**src/rtl/uio_cond_defines.svh**
```systemverilog
// Register offsets, field positions, reset values and timing counts of the user I/O block
`ifndef UIO_COND_DEFINES_SVH
`define UIO_COND_DEFINES_SVH

// Byte offsets on the register bus
`define OFS_CMD    5'h00
`define OFS_JUMP   5'h04
`define OFS_HOLD   5'h08
`define OFS_STATUS 5'h0c
`define OFS_MODE   5'h10
`define OFS_INPUT  5'h14
`define OFS_OUTPUT 5'h18

// Command word fields
`define F_OP   2:0
`define F_PTA  8:3
`define F_LVLA 9
`define F_PTB  15:10
`define F_LVLB 16
`define F_HASB 17
`define F_JMP  18
`define F_HOLD 19

// Mode word fields
`define F_MANUAL 0
`define F_U1PT   13:8
`define F_U2PT   21:16

// Status word bits
`define ST_BUSY   0
`define ST_DONE   1
`define ST_JUMPED 2
`define ST_REJ    3

// Reset values: user 1 on point 1, user 2 on point 2, every output high impedance
`define RST_MODE 32'h0002_0100
`define RST_OUT  32'hffff_ffff

// Limits
`define POINT_MAX   6'h20
`define HOLD_MAX_MS 32'h0098_967f

// Hold-time tick
`define CLK_HZ           40000000
`define HOLD_TICK_US     1000
`define HOLD_TICK_CYCLES (`CLK_HZ / 1000000 * `HOLD_TICK_US)

`endif

```
**src/rtl/uio_cond_pkg.sv**
```systemverilog
// Types shared by the user I/O condition block
package uio_cond_pkg;
	typedef enum logic [2:0] {
		user1_valid_check,
		user1_invalid_check,
		user2_valid_check,
		user2_invalid_check,
		input_condition_cmd,
		output_control_cmd,
		output_state_condition_cmd
	} cmd_op_t;

	typedef enum logic [2:0] {
		st_idle,
		st_wait,
		st_hold,
		st_wait_in,
		st_finish
	} exec_state_t;
endpackage

```
**src/rtl/user_io_condition_control.sv**
```systemverilog
// User I/O condition command executor with Avalon-MM register access
//
// Local design decisions: the address map and register access over Avalon-MM.
`timescale 1ns/1ps
`include "uio_cond_defines.svh"

// Contract
// - User check without jump waits while the input matches, advances once it does not.
// - User check with jump jumps on match, else advances without waiting.
// - Valid check, no jump: stall while input valid, release when invalid.
// - Invalid check, no jump: stall while input invalid, release when valid.
// - Valid check with jump: jump when valid, else next block.
// - Invalid check with jump: jump when invalid, else next block.
// - Operands are inputs, outputs, output states; 0 conducts, 1 is high impedance.
// - Point numbers select pins and are accepted only from 1 to 32.
// - Level suffix 0 means low, 1 high; absent means low.
// - Hold time in seconds up to 9999.999; absent means held forever.
// - Output control drives the pin, cancels it after the hold time.
// - Output control naming an input drives, then waits for that input.
// - Manual mode accepts only output forms without input checks.
// - Input condition waits for the level, then advances.
// - Input condition with jump branches on match, else advances at once.
// - Input condition with output waits, drives, optionally holds, then continues.
// - Output-state condition tests an output pin, else like input condition.
// - Output-state condition with output drives it once met, waits otherwise.
module user_io_condition_control #(
	parameter int unsigned MS_CYCLES = `HOLD_TICK_CYCLES
) (
	input  wire logic        clk_sys_in,
	input  wire logic        resetn_in,
	input  wire logic [4:0]  avs_address_in,
	input  wire logic        avs_read_in,
	input  wire logic        avs_write_in,
	input  wire logic [31:0] avs_writedata_in,
	input  wire logic [3:0]  avs_byteenable_in,
	output logic      [31:0] avs_readdata_out,
	output logic             avs_waitrequest_out,
	input  wire logic [31:0] user_input_pin_in,
	output logic      [31:0] user_output_pin_out,
	output logic      [31:0] user_output_pin_oe_out,
	output logic             advance_out,
	output logic             jump_out,
	output logic      [15:0] jump_target_out,
	output logic             busy_out
);
	import uio_cond_pkg::*;

	localparam int DIVW = $clog2(MS_CYCLES + 1);

	logic [31:0] in_meta_q;
	logic [31:0] in_sync_q;
	logic [31:0] out_q;
	logic [31:0] cmd_q;
	logic [31:0] jmp_q;
	logic [31:0] hold_q;
	logic [31:0] mode_q;
	logic        ack_q;
	logic        done_q;
	logic        rej_q;
	logic        jumped_q;
	logic        res_q;
	logic        save_q;
	logic [4:0]  hold_pt_q;
	logic [23:0] hold_cnt_q;
	logic [DIVW-1:0] div_q;
	exec_state_t st_q;

	logic [31:0] wmask;
	logic [31:0] new_cmd;
	logic        acc_w;
	logic        wr_cmd;
	logic        cmd_ok;
	logic        cmd_go;
	logic        tick;
	logic        cond_a;
	logic        cond_b;
	logic        release_a;
	cmd_op_t     op_q;
	cmd_op_t     n_op;

	// Point number to pin index; points count from one
	function automatic logic [4:0] pidx(input logic [5:0] p);
		logic [5:0] d;
		d = p - 6'h01;
		return d[4:0];
	endfunction

	// A point is usable only inside the pin range
	function automatic logic pok(input logic [5:0] p);
		return (p != 6'h00) && (p <= `POINT_MAX);
	endfunction

	// Point that a user check looks at, taken from the mode word
	function automatic logic [5:0] user_pt(input logic [2:0] op, input logic [31:0] mode);
		return op[1] ? mode[`F_U2PT] : mode[`F_U1PT];
	endfunction

	// Primary condition of a command word; user checks compare against valid (low)
	// or invalid (high), the others against their own level suffix
	function automatic logic cond_of(input logic [31:0] c, input logic [31:0] pins,
			input logic [31:0] outs, input logic [31:0] mode);
		logic [2:0] op;
		logic [5:0] pt;
		logic       lvl;
		op  = c[`F_OP];
		pt  = (op < 3'h4) ? user_pt(op, mode) : c[`F_PTA];
		lvl = (op < 3'h4) ? op[0] : c[`F_LVLA];
		if (op == 3'(output_state_condition_cmd))
			return outs[pidx(pt)] == lvl;
		return pins[pidx(pt)] == lvl;
	endfunction

	// Command word legality, judged when the word is written
	function automatic logic cmd_ok_of(input logic [31:0] c, input logic [31:0] mode,
			input logic [31:0] hold);
		logic [2:0] op;
		logic       ok;
		op = c[`F_OP];
		ok = (op != 3'h7);
		if (op < 3'h4)
			ok = ok && pok(user_pt(op, mode));
		else
			ok = ok && pok(c[`F_PTA]) && (!c[`F_HASB] || pok(c[`F_PTB]));
		if (mode[`F_MANUAL] && (op != 3'(output_control_cmd) || c[`F_HASB]))
			ok = 1'b0;
		if (op >= 3'h4 && c[`F_HOLD] && hold > `HOLD_MAX_MS)
			ok = 1'b0;
		return ok;
	endfunction

	// Byte enables widened to a bit mask
	always_comb begin
		for (int i = 0; i < 4; i++) begin
			wmask[i*8 +: 8] = {8{avs_byteenable_in[i]}};
		end
	end

	// Bus decode; a write takes effect on the edge that sees waitrequest low
	assign acc_w   = avs_write_in && ack_q;
	assign wr_cmd  = acc_w && (avs_address_in == `OFS_CMD);
	assign new_cmd = (cmd_q & ~wmask) | (avs_writedata_in & wmask);
	assign cmd_ok  = cmd_ok_of(new_cmd, mode_q, hold_q);
	assign cmd_go  = wr_cmd && cmd_ok && (st_q == st_idle);
	assign n_op    = cmd_op_t'(new_cmd[`F_OP]);
	assign op_q    = cmd_op_t'(cmd_q[`F_OP]);
	// Conditions are re-evaluated every cycle from the synchronised pins, or from out_q for output-state checks
	assign cond_a    = cond_of(cmd_q, in_sync_q, out_q, mode_q);
	assign cond_b    = in_sync_q[pidx(cmd_q[`F_PTB])] == cmd_q[`F_LVLB];
	// User checks release on the opposite of the tested state
	assign release_a = (cmd_q[`F_OP] < 3'h4) ? !cond_a : cond_a;
	// One answer cycle: waitrequest stays high for the first cycle of any request
	assign avs_waitrequest_out = (avs_read_in || avs_write_in) && !ack_q;
	assign busy_out            = (st_q != st_idle);
	assign user_output_pin_out = 32'h0000_0000;
	// Open-drain: only a conducting (0) point is driven
	assign user_output_pin_oe_out = ~out_q;
	assign tick = (div_q == DIVW'(MS_CYCLES - 1));

	// Two-stage synchroniser for the user inputs
	always_ff @(posedge clk_sys_in or negedge resetn_in) begin
		if (!resetn_in) begin
			in_meta_q <= 32'h0000_0000;
			in_sync_q <= 32'h0000_0000;
		end else begin
			in_meta_q <= user_input_pin_in;
			in_sync_q <= in_meta_q;
		end
	end

	// Bus answer strobe
	always_ff @(posedge clk_sys_in or negedge resetn_in) begin
		if (!resetn_in)
			ack_q <= 1'b0;
		else
			ack_q <= (avs_read_in || avs_write_in) && !ack_q;
	end

	// Read data are captured in the waitrequest cycle and stand at the taking edge
	always_ff @(posedge clk_sys_in or negedge resetn_in) begin
		if (!resetn_in) begin
			avs_readdata_out <= 32'h0000_0000;
		end else if (avs_read_in && !ack_q) begin
			case (avs_address_in)
				`OFS_CMD:    avs_readdata_out <= cmd_q;
				`OFS_JUMP:   avs_readdata_out <= {16'h0000, jmp_q[15:0]};
				`OFS_HOLD:   avs_readdata_out <= {8'h00, hold_q[23:0]};
				`OFS_STATUS: avs_readdata_out <= {28'h0000000, rej_q, jumped_q, done_q, busy_out};
				`OFS_MODE:   avs_readdata_out <= mode_q & 32'h003f_3f01;
				`OFS_INPUT:  avs_readdata_out <= in_sync_q;
				`OFS_OUTPUT: avs_readdata_out <= out_q;
				default:     avs_readdata_out <= 32'h0000_0000;
			endcase
		end
	end

	// Software registers; the command word is frozen while a command runs
	always_ff @(posedge clk_sys_in or negedge resetn_in) begin
		if (!resetn_in) begin
			cmd_q  <= 32'h0000_0000;
			jmp_q  <= 32'h0000_0000;
			hold_q <= 32'h0000_0000;
			mode_q <= `RST_MODE;
		end else if (acc_w && st_q == st_idle) begin
			case (avs_address_in)
				`OFS_CMD:  cmd_q  <= new_cmd;
				`OFS_JUMP: jmp_q  <= (jmp_q & ~wmask) | (avs_writedata_in & wmask);
				`OFS_HOLD: hold_q <= (hold_q & ~wmask) | (avs_writedata_in & wmask);
				`OFS_MODE: mode_q <= (mode_q & ~wmask) | (avs_writedata_in & wmask);
				default:   ;
			endcase
		end
	end

	// Sticky flags; a new event wins over a write-one clear in the same cycle
	always_ff @(posedge clk_sys_in or negedge resetn_in) begin
		if (!resetn_in) begin
			done_q <= 1'b0;
			rej_q  <= 1'b0;
		end else begin
			if (st_q == st_finish)
				done_q <= 1'b1;
			else if (acc_w && avs_address_in == `OFS_STATUS && avs_writedata_in[`ST_DONE]
					&& avs_byteenable_in[0])
				done_q <= 1'b0;
			if (wr_cmd && !cmd_go)
				rej_q <= 1'b1;
			else if (acc_w && avs_address_in == `OFS_STATUS && avs_writedata_in[`ST_REJ]
					&& avs_byteenable_in[0])
				rej_q <= 1'b0;
		end
	end

	// Millisecond divider, restarted at each hold so the first tick is a full step
	always_ff @(posedge clk_sys_in or negedge resetn_in) begin
		if (!resetn_in)
			div_q <= '0;
		else if (st_q != st_hold || tick)
			div_q <= '0;
		else
			div_q <= div_q + DIVW'(1);
	end

	// Command execution, output points and sequencer answer
	always_ff @(posedge clk_sys_in or negedge resetn_in) begin
		if (!resetn_in) begin
			st_q            <= st_idle;
			out_q           <= `RST_OUT;
			res_q           <= 1'b0;
			jumped_q        <= 1'b0;
			save_q          <= 1'b1;
			hold_pt_q       <= 5'h00;
			hold_cnt_q      <= 24'h000000;
			advance_out     <= 1'b0;
			jump_out        <= 1'b0;
			jump_target_out <= 16'h0000;
		end else begin
			advance_out <= 1'b0;
			jump_out    <= 1'b0;
			case (st_q)
				st_idle: begin
					if (cmd_go) begin
						hold_cnt_q <= hold_q[23:0];
						if (n_op == output_control_cmd) begin
							out_q[pidx(new_cmd[`F_PTA])] <= new_cmd[`F_LVLA];
							save_q    <= out_q[pidx(new_cmd[`F_PTA])];
							hold_pt_q <= pidx(new_cmd[`F_PTA]);
							res_q     <= 1'b0;
							if (new_cmd[`F_HOLD])
								st_q <= st_hold;
							else if (new_cmd[`F_HASB])
								st_q <= st_wait_in;
							else
								st_q <= st_finish;
						end else if (new_cmd[`F_JMP]) begin
							// Branch decided at once, no waiting
							res_q <= cond_of(new_cmd, in_sync_q, out_q, mode_q);
							st_q  <= st_finish;
						end else begin
							st_q <= st_wait;
						end
					end
				end
				st_wait: begin
					if (release_a) begin
						res_q <= 1'b0;
						if (op_q >= input_condition_cmd && cmd_q[`F_HASB]) begin
							out_q[pidx(cmd_q[`F_PTB])] <= cmd_q[`F_LVLB];
							save_q    <= out_q[pidx(cmd_q[`F_PTB])];
							hold_pt_q <= pidx(cmd_q[`F_PTB]);
							st_q      <= cmd_q[`F_HOLD] ? st_hold : st_finish;
						end else begin
							st_q <= st_finish;
						end
					end
				end
				st_hold: begin
					if (hold_cnt_q == 24'h000000) begin
						out_q[hold_pt_q] <= save_q;
						if (op_q == output_control_cmd && cmd_q[`F_HASB])
							st_q <= st_wait_in;
						else
							st_q <= st_finish;
					end else if (tick) begin
						hold_cnt_q <= hold_cnt_q - 24'h000001;
					end
				end
				st_wait_in: begin
					if (cond_b)
						st_q <= st_finish;
				end
				st_finish: begin
					advance_out     <= !res_q;
					jump_out        <= res_q;
					jump_target_out <= res_q ? jmp_q[15:0] : 16'h0000;
					jumped_q        <= res_q;
					st_q            <= st_idle;
				end
				default: st_q <= st_idle;
			endcase
		end
	end
endmodule

```
**config.mk**
```make
export PLATFORM = sky130hd
export DESIGN_NAME = user_io_condition_control
export DESIGN_NICKNAME = d
export VERILOG_FILES = /design/src/rtl/uio_cond_pkg.sv /design/src/rtl/user_io_condition_control.sv
export VERILOG_INCLUDE_DIRS = /design/src /design/src/rtl
export SDC_FILE = /design/constraint.sdc
export NUM_CORES = 1
export LEC_CHECK = 0
export BUFFER_PORTS_ARGS = -buffer_cell sky130_fd_sc_hd__buf_2
export CORE_UTILIZATION = 29
export CTS_CLUSTER_SIZE = 10
export DETAILED_ROUTE_END_ITERATION = 16
export GPL_ROUTABILITY_DRIVEN = 0
export PLACE_DENSITY = 0.49
export SYNTH_ARGS = -nofsm -noshare
export SYNTH_HDL_FRONTEND = slang
export SYNTH_SLANG_ARGS = --single-unit
```
**constraint.sdc**
```tcl
create_clock -name clk_sys_in -period 4.9 [get_ports clk_sys_in]
set_input_delay 0 -clock clk_sys_in [delete_from_list [all_inputs] [get_ports clk_sys_in]]
set_output_delay 0 -clock clk_sys_in [all_outputs]
set_load 0.02 [all_outputs]
```
==> results of run 1 <==
==> worst min-delay path, delay by kind of cell <==
| kind | cells | cell delay (ns) |
|---|---|---|
| buffers and inverters | 3 | 0.94 |
==> final cells by class <==
type / instances / area [µm²] / area share
Multi-Input combinational cell: 1332 / 9680 / 0.454
Sequential cell: 293 / 7380 / 0.346
Timing Repair Buffer: 273 / 1890 / 0.0885
Clock buffer: 58 / 1120 / 0.0524
Tap cell: 782 / 978 / 0.0459
Inverter: 51 / 191 / 0.00898
Clock inverter: 8 / 87.6 / 0.00411
Antenna cell: 1 / 2.50 / 0.000117
==> power breakdown <==
group          internal [µW]  switching [µW]
logic                   1680            2580
registers               2780             697
clock network           1620            1120
total                   6080            4400
==> worst max-delay path by stage <==
stage	start	to	slack (ns)	depth (start not counted)
final	cmd_q[1]	hold_pt_q[2]	0.36	14
after global routing	cmd_q[1]	hold_pt_q[2]	0.16	14
after global placement	cmd_q[1]	hold_pt_q[2]	0.64	14
after detailed placement	cmd_q[1]	hold_pt_q[2]	0.47	14
after CTS	cmd_q[1]	hold_pt_q[2]	0.42	14
after floorplan	cmd_q[1]	res_q	0.48	15
==> synth_stat cells (all sizes together), types with 13 or more instances <==
cell type    n
a31oi       20
inv         50
mux4        60
nand2      207
buf         65
nor3        69
nand2b      17
ha          14
xor2        14
mux2i      132
a221oi      47
mux2       119
and3        14
a21oi      121
nand3       64
xnor2       17
o22ai       13
o21ai      106
dfstp       35
dfrtp      258
nor2       121
clkbuf      99
==> per-layer routing <==
metal	up-vias	global-route usage
li1	6942	-
met1	7881	0.304
met2	776	0.341
met3	137	0.0313
met4	2	0.0708
met5	-	0
==> logic make-up (layout without fill, tap and decap cells) <==
family	count (synthesis)	in the layout	synth area share
muxes	311	311	0.227
adders and majority gates	14	14	0.00982
DFF	293	293	0.414
and+or+nand+nor	559	559	0.146
xor gates and xnor gates	31	31	0.0156
other	1	33	0.000210
buffers and inverters	215	390	0.0531
AOI/OAI and AO/OA	385	385	0.135
==> per-stage QoR <==
stage | hold WS (ns) | setup WS, ns | util
after floorplan | -0.296 | 0.478 | -
after global placement | -0.0584 | 0.640 | 0.319
after detailed placement | -0.0624 | 0.473 | 0.319
after CTS | 0.0107 | 0.418 | 0.352
after global routing | 0.0308 | 0.158 | 0.352
final | 0.0150 | 0.356 | 0.352
==> cell usage in the layout, fill, tap and decap left out, drive strengths merged, types with 8 or more instances in the layout <==
cell type      n
mux2i        132
nand2        207
xnor2         17
nor3b          9
and2          11
nand2b        17
or3           10
o221ai         9
a21oi        121
o211ai         8
nor3          69
o22ai         13
mux2         119
ha            14
dfstp         35
xor2          14
buf          200
conb          32
mux4          60
o21ai        106
a31oi         20
nor2         121
and3          14
a221oi        47
inv           50
clkbuf        58
dlygate4sd3   73
nand3         64
clkinv         8
dfrtp        258
a41oi          9
==> reports/results.txt, run 1 <==
placed cell area: 19,300 µm²
CP max FO: 12
sequential element share of the synthesized area: 0.414
Avg Inst Size Synth: 9.86 µm²
Max IR drop VDD: 0.250 mV
Area growth, synth to finish: 19.5%
first-pass detailed-route iteration total: 6
met2 wire len: 31,400 µm
critical path launch point type: flop
IO Port Bufs: 160
residual DRC count: 0
WP data required: 5.34 ns
RSZ-0062 raised after global routing: false
Root Buffer: clkbuf_16
ys flop type: dfrtp_1
clk sinks: 293
via/cell ratio: 5.62
CTS Buf Count: 38
overall power: 10,500 µW
Least-Margin Pin Slew: 1.26 ns
TNS Setup: 0 ns
Leak: 0.00939 µW
worst-path cell chain: mux2i_1, o21ai_2, inv_2, ha_1, inv_1, o211ai_1, nand2_1, mux4_2, mux2_2, o21ai_0, a32oi_1, mux2i_4, nand4_1, mux2_2
Critical Path AT: 4.98 ns
Starting Density: 0.294
hold crit path type: in -> async
Clock transition at path regs: 0.06 ns
met3 routed WL: 5160 µm
first-pass GRT wire length: 103,000 µm
Post-Place Cells: 2,657
# hold bufs at CTS: 74
largest net degree at the start of global routing: 182
status: finished clean
fin crit share: 0.927
post-synthesis cell count: 1,809
worst r2r dst: hold_pt_q[2]
total wire length: 68,300 µm
Post-CTS Setup Inserts: 0
placed wire-length estimate: 49,300 µm
Crit Path Category: reg -> reg
cell taking the most area after synthesis: dfrtp_1
Std-Cell Rows: 90
Area contributors post-synth: dfrtp_1 36%, mux4_2 7.6%, mux2_2 7.2%, mux2i_1 7.1%, dfstp_2 5.2%
Max Cap Viol: 0
final instance area: 21,300 µm²
Crit. End Element: flop
Final Max Slew Viols: 0
reg-to-reg startpoint: cmd_q[1]
initial antenna violation count: 4
Async SR Flop Fraction: 1.00
layout cell share with drive strength beyond 1: 0.244
crit-path most repeated cell: mux2_2
Fillers: 6,103
DIE AREA: 62,500 µm²
Reg2Reg Depth: 14
Clock Path Buffers: 3
endpoints failing hold: 0
starting DRC count in detailed routing: 1,503
clk_skew: 0.0282 ns
Finished Layout Cells: 2,798
pwr dens: 492 nW/µm²
CP max stage cell: dfrtp_1
Congestion Overflow GR: 0
Synth cell types: 71
Post-Syn Area: 17,800 µm²
Ys Warns: 0
I/O Pins: 193
Period minus WS final: 4.54 ns
Yosys reg bits: 293
vias in the first global route: 15.5k
Crit path max-delay family: multiplexers
die height: 250 µm
EDFF count, synth: 0
crit path buf inv count: 2
max layer used: met5
Rel. slew slack: 0.157
cts repair resizes: 0
M1 WL: 29,700 µm
final setup vio count: 0
DRT antenna net count: 0
fmax: 220 MHz
critical path's largest stage delay: 0.66 ns
Total GRT Usage: 0.216
R2R setup slack: 0.36 ns
total number of vias: 15.7k
CORE AREA: 60,600 µm²
post-DR wirelength/cell: 24.4 µm
die span in x: 250 µm
Layout Nets: 2,080
clock latency on the worst-skew pair: 0.57 ns
post-synth top area share: 0.362
H-tree depth: 2
CTS tree: built
Power figures use the tool's default switching activity.
==> run 2: changes to the inputs <==
Settings changed: ABC_AREA set to 1.
==> run 2 against run 1 <==
Cell area rose by 0.57%; die area is 1.8% higher; count of clock-buffer cells in the layout decreased by 3; critical path type unchanged; largest power group unchanged.
==> reports/results.txt, run 2 <==
vias in the first global route: 17.8k (+15%)
Period minus WS final: 4.37 ns (-0.173 ns)
post-synth top area share: 0.355 (-0.00656)
pwr dens: 504 nW/µm² (+2.5%)
clk sinks: 293 (unchanged)
Ys Warns: 0 (unchanged)
largest net degree at the start of global routing: 144 (-21%)
Total GRT Usage: 0.236 (+0.0198)
Root Buffer: clkbuf_16
count leader, synth: nand2_1
Area growth, synth to finish: 18.0%
Rel. slew slack: 0.299 (+0.142)
via/cell ratio: 5.23 (-7.0%)
Hold Startpoint: avs_byteenable_in[2]
fin crit share: 0.892 (-0.0354)
Final Max Slew Viols: 0 (unchanged)
worst-path cell chain: inv_1, nand2_1, nand3_4, nand2_8, ha_2, inv_1, nand3_1, nand3_1, nand3_1, nand3_1, nand3_1, nand2_1, nand2_1, nand3_4, nand3_4, nor2_1, nand2_1, nand2_1
crit path buf inv count: 2 (unchanged)
Critical Path AT: 4.89 ns (-0.09 ns)
WHS Path Cells: 4
first-pass detailed-route iteration total: 8 (+2)
final setup vio count: 0 (unchanged)
RSZ-0062 raised after global routing: false
TNS Setup: 0 ns (unchanged)
WP data required: 5.42 ns (+0.08 ns)
commonest non-fill, non-tap cell in the layout: nand2_1
DIE AREA: 63,600 µm² (+1.8%)
Congestion Overflow GR: 0 (unchanged)
WHS Endpoint: cmd_q[18]
cell taking the most area after synthesis: dfrtp_1
reg-to-reg startpoint: cmd_q[1]
overall power: 10,800 µW (+3.1%)
Clock Power Share: 0.257 (-0.005)
Post-CTS Setup Inserts: 0 (unchanged)
clk_skew: 0.0261 ns (-0.00214 ns)
H-tree depth: 2 (unchanged)
CTS Buf Count: 39 (+2.6%)
commonest cells after routing, fill and taps aside: 705 x nand2_1, 286 x o21ai_0, 276 x inv_1, 258 x dfrtp_1, 227 x nand3_1
die height: 252 µm (+0.91%)
CP max FO: 35 (+23)
Avg Inst Size Synth: 7.06 µm² (-28%)
clock latency on the worst-skew pair: 0.57 ns (about the same)
Clock transition at path regs: 0.06 ns (about the same)
total wire length: 75,300 µm (+10%)
status: finished clean
placed wire-length estimate: 55,300 µm (+12%)
Crit. End Element: flop
Yosys reg bits: 293 (unchanged)
hold crit path type: in -> reg
Synth cell types: 56 (-21%)
Std-Cell Rows: 91 (+1.1%)
CORE AREA: 61,800 µm² (+2.1%)
Crit Path Category: reg -> reg
Async SR Flop Fraction: 1.00 (unchanged)
Leak: 0.0100 µW (+6.7%)
Max Cap Viol: 0 (unchanged)
residual DRC count: 0 (unchanged)
initial antenna violation count: 2 (-2)
IO Port Bufs: 160 (unchanged)
DRT antenna net count: 0 (unchanged)
R2R setup slack: 0.53 ns (+0.17 ns)
Post-Syn Area: 18,200 µm² (+1.8%)
Place WS: 0.359 ns (-0.114 ns)
Crit path max-delay family: simple AND/OR/NAND/NOR gates
combinational share of power: 0.448 (+0.042)
Starting Density: 0.294 (-0.000594)
Layout Nets: 2,838 (+36%)
first-pass GRT wire length: 114,000 µm (+11%)
die span in x: 252 µm (+0.91%)
EDFF count, synth: 0 (unchanged)
sequential element share of the synthesized area: 0.406 (-0.00749)
ys flop type: dfrtp_1
I/O Pins: 193 (unchanged)
Area contributors post-synth: dfrtp_1 36%, nand2_1 15%, o21ai_0 7.9%, nand3_1 6.3%, inv_1 5.7%
Post-Place Cells: 3,474 (+31%)
Max IR drop VDD: 0.209 mV (-16%)
Clock Path Buffers: 3 (unchanged)
Finished Layout Cells: 3,606 (+29%)
layout cell share with drive strength beyond 1: 0.112 (-0.131)
hold_ws: 0.0388 ns (+0.0238 ns)
Least-Margin Pin Slew: 1.05 ns (-0.215 ns)
Int Pwr: 5780 µW (-5.0%)
fin worst setup slack: 0.530 ns (+0.173 ns)
fmax: 229 MHz (+4.0%)
CP max stage cell: nand3_4
endpoints failing hold: 0 (unchanged)
sw power: 5030 µW (+14%)
total number of vias: 18.9k (+20%)
top cells by count, synth: 705 x nand2_1, 286 x o21ai_0, 276 x inv_1
starting DRC count in detailed routing: 1,826 (+21%)
critical path's largest stage delay: 0.54 ns (-0.12 ns)
CTS tree: built
critical path launch point type: flop
Sequential Power Share: 0.295 (-0.037)
Sw Ratio: 0.465 (+0.0456)
Reg2Reg Depth: 18 (+4)
post-synthesis cell count: 2,574 (+42%)
post-DR wirelength/cell: 20.9 µm (-14%)
-- run 2: cell types whose count changed after synthesis, moves of 60 or more --
| cell | delta |
|---|---|
| nor2_1 | +89 |
| mux2_2 | -114 |
| o21ai_0 | +183 |
| nand3_1 | +163 |
| mux4_2 | -60 |
| nand2_1 | +498 |
| mux2i_1 | -124 |
| inv_1 | +227 |
-- run 2: worst min-delay path, stage by stage --
cell	delay (ns)
buf_2	0.19
nand2_1	0.07
o21ai_0	0.17
o21ai_0	0.11
-- run 2: per-layer routing --
metal | wire (µm) | GRT usage | up-vias
met1 | 31900 | 0.319 | 9016
met3 | 6460 | 0.0452 | 156
met2 | 33500 | 0.366 | 857
li1 | - | - | 8824
met5 | 10 | 0 | -
met4 | 3380 | 0.104 | 2
-- run 2: cell type report --
type,count,area [µm²]
multi-input combinational,1872,9020
timing repair buffer,254,1700
clock inverter,7,104
antenna,1,2.50
clock buffer,55,1110
fill,6597,40400
inverter,287,1080
sequential,293,7380
tap,837,1050
-- run 2: kinds of logic after synthesis --
kind of cell | synth area share
xor+xnor | 0.00675
mux | 0.00165
buf+inv | 0.105
fa+ha+maj | 0.00964
other cells | 0.000206
simple gates | 0.296
compound gates | 0.175
flops | 0.406
-- run 2: power groups by stage --
stage | Clock [µW] | Combinational, µW | Sequential, µW
after global routing | 2940 | 5370 | 3230
after CTS | 2840 | 4780 | 3170
after global placement | 0 | 4650 | 3200
final | 2770 | 4840 | 3190
after floorplan | 0 | 3420 | 3050
after detailed placement | 0 | 4720 | 3210
-- run 2: per-stage QoR --
step / utilization / area (µm²)
3_3_place_gp: 0.316 / 19500
6_report: 0.347 / 21400
2_1_floorplan: - / 18300
5_1_grt: 0.347 / 21400
3_5_place_dp: 0.316 / 19500
4_1_cts: 0.347 / 21400
-- run 2: worst max-delay path by stage --
stage                     cells past startpoint  startpoint  slack (ns)  endpoint
after floorplan                              21   cmd_q[10]        1.74   st_q[0]
after CTS                                    17    cmd_q[1]        0.34      flop
after global placement                       17    cmd_q[1]        0.50      flop
final                                        18    cmd_q[1]        0.53      flop
after global routing                         18    cmd_q[1]        0.14      flop
after detailed placement                     17    cmd_q[1]        0.36      flop
-- run 2: timing repair --
item | 4_1_cts | 5_1_grt
hold buffers | 69 | 0
setup endpoints to repair | 0 | 32
endpoints found under the hold margin | 221 | 0
resized for setup | 0 | 1
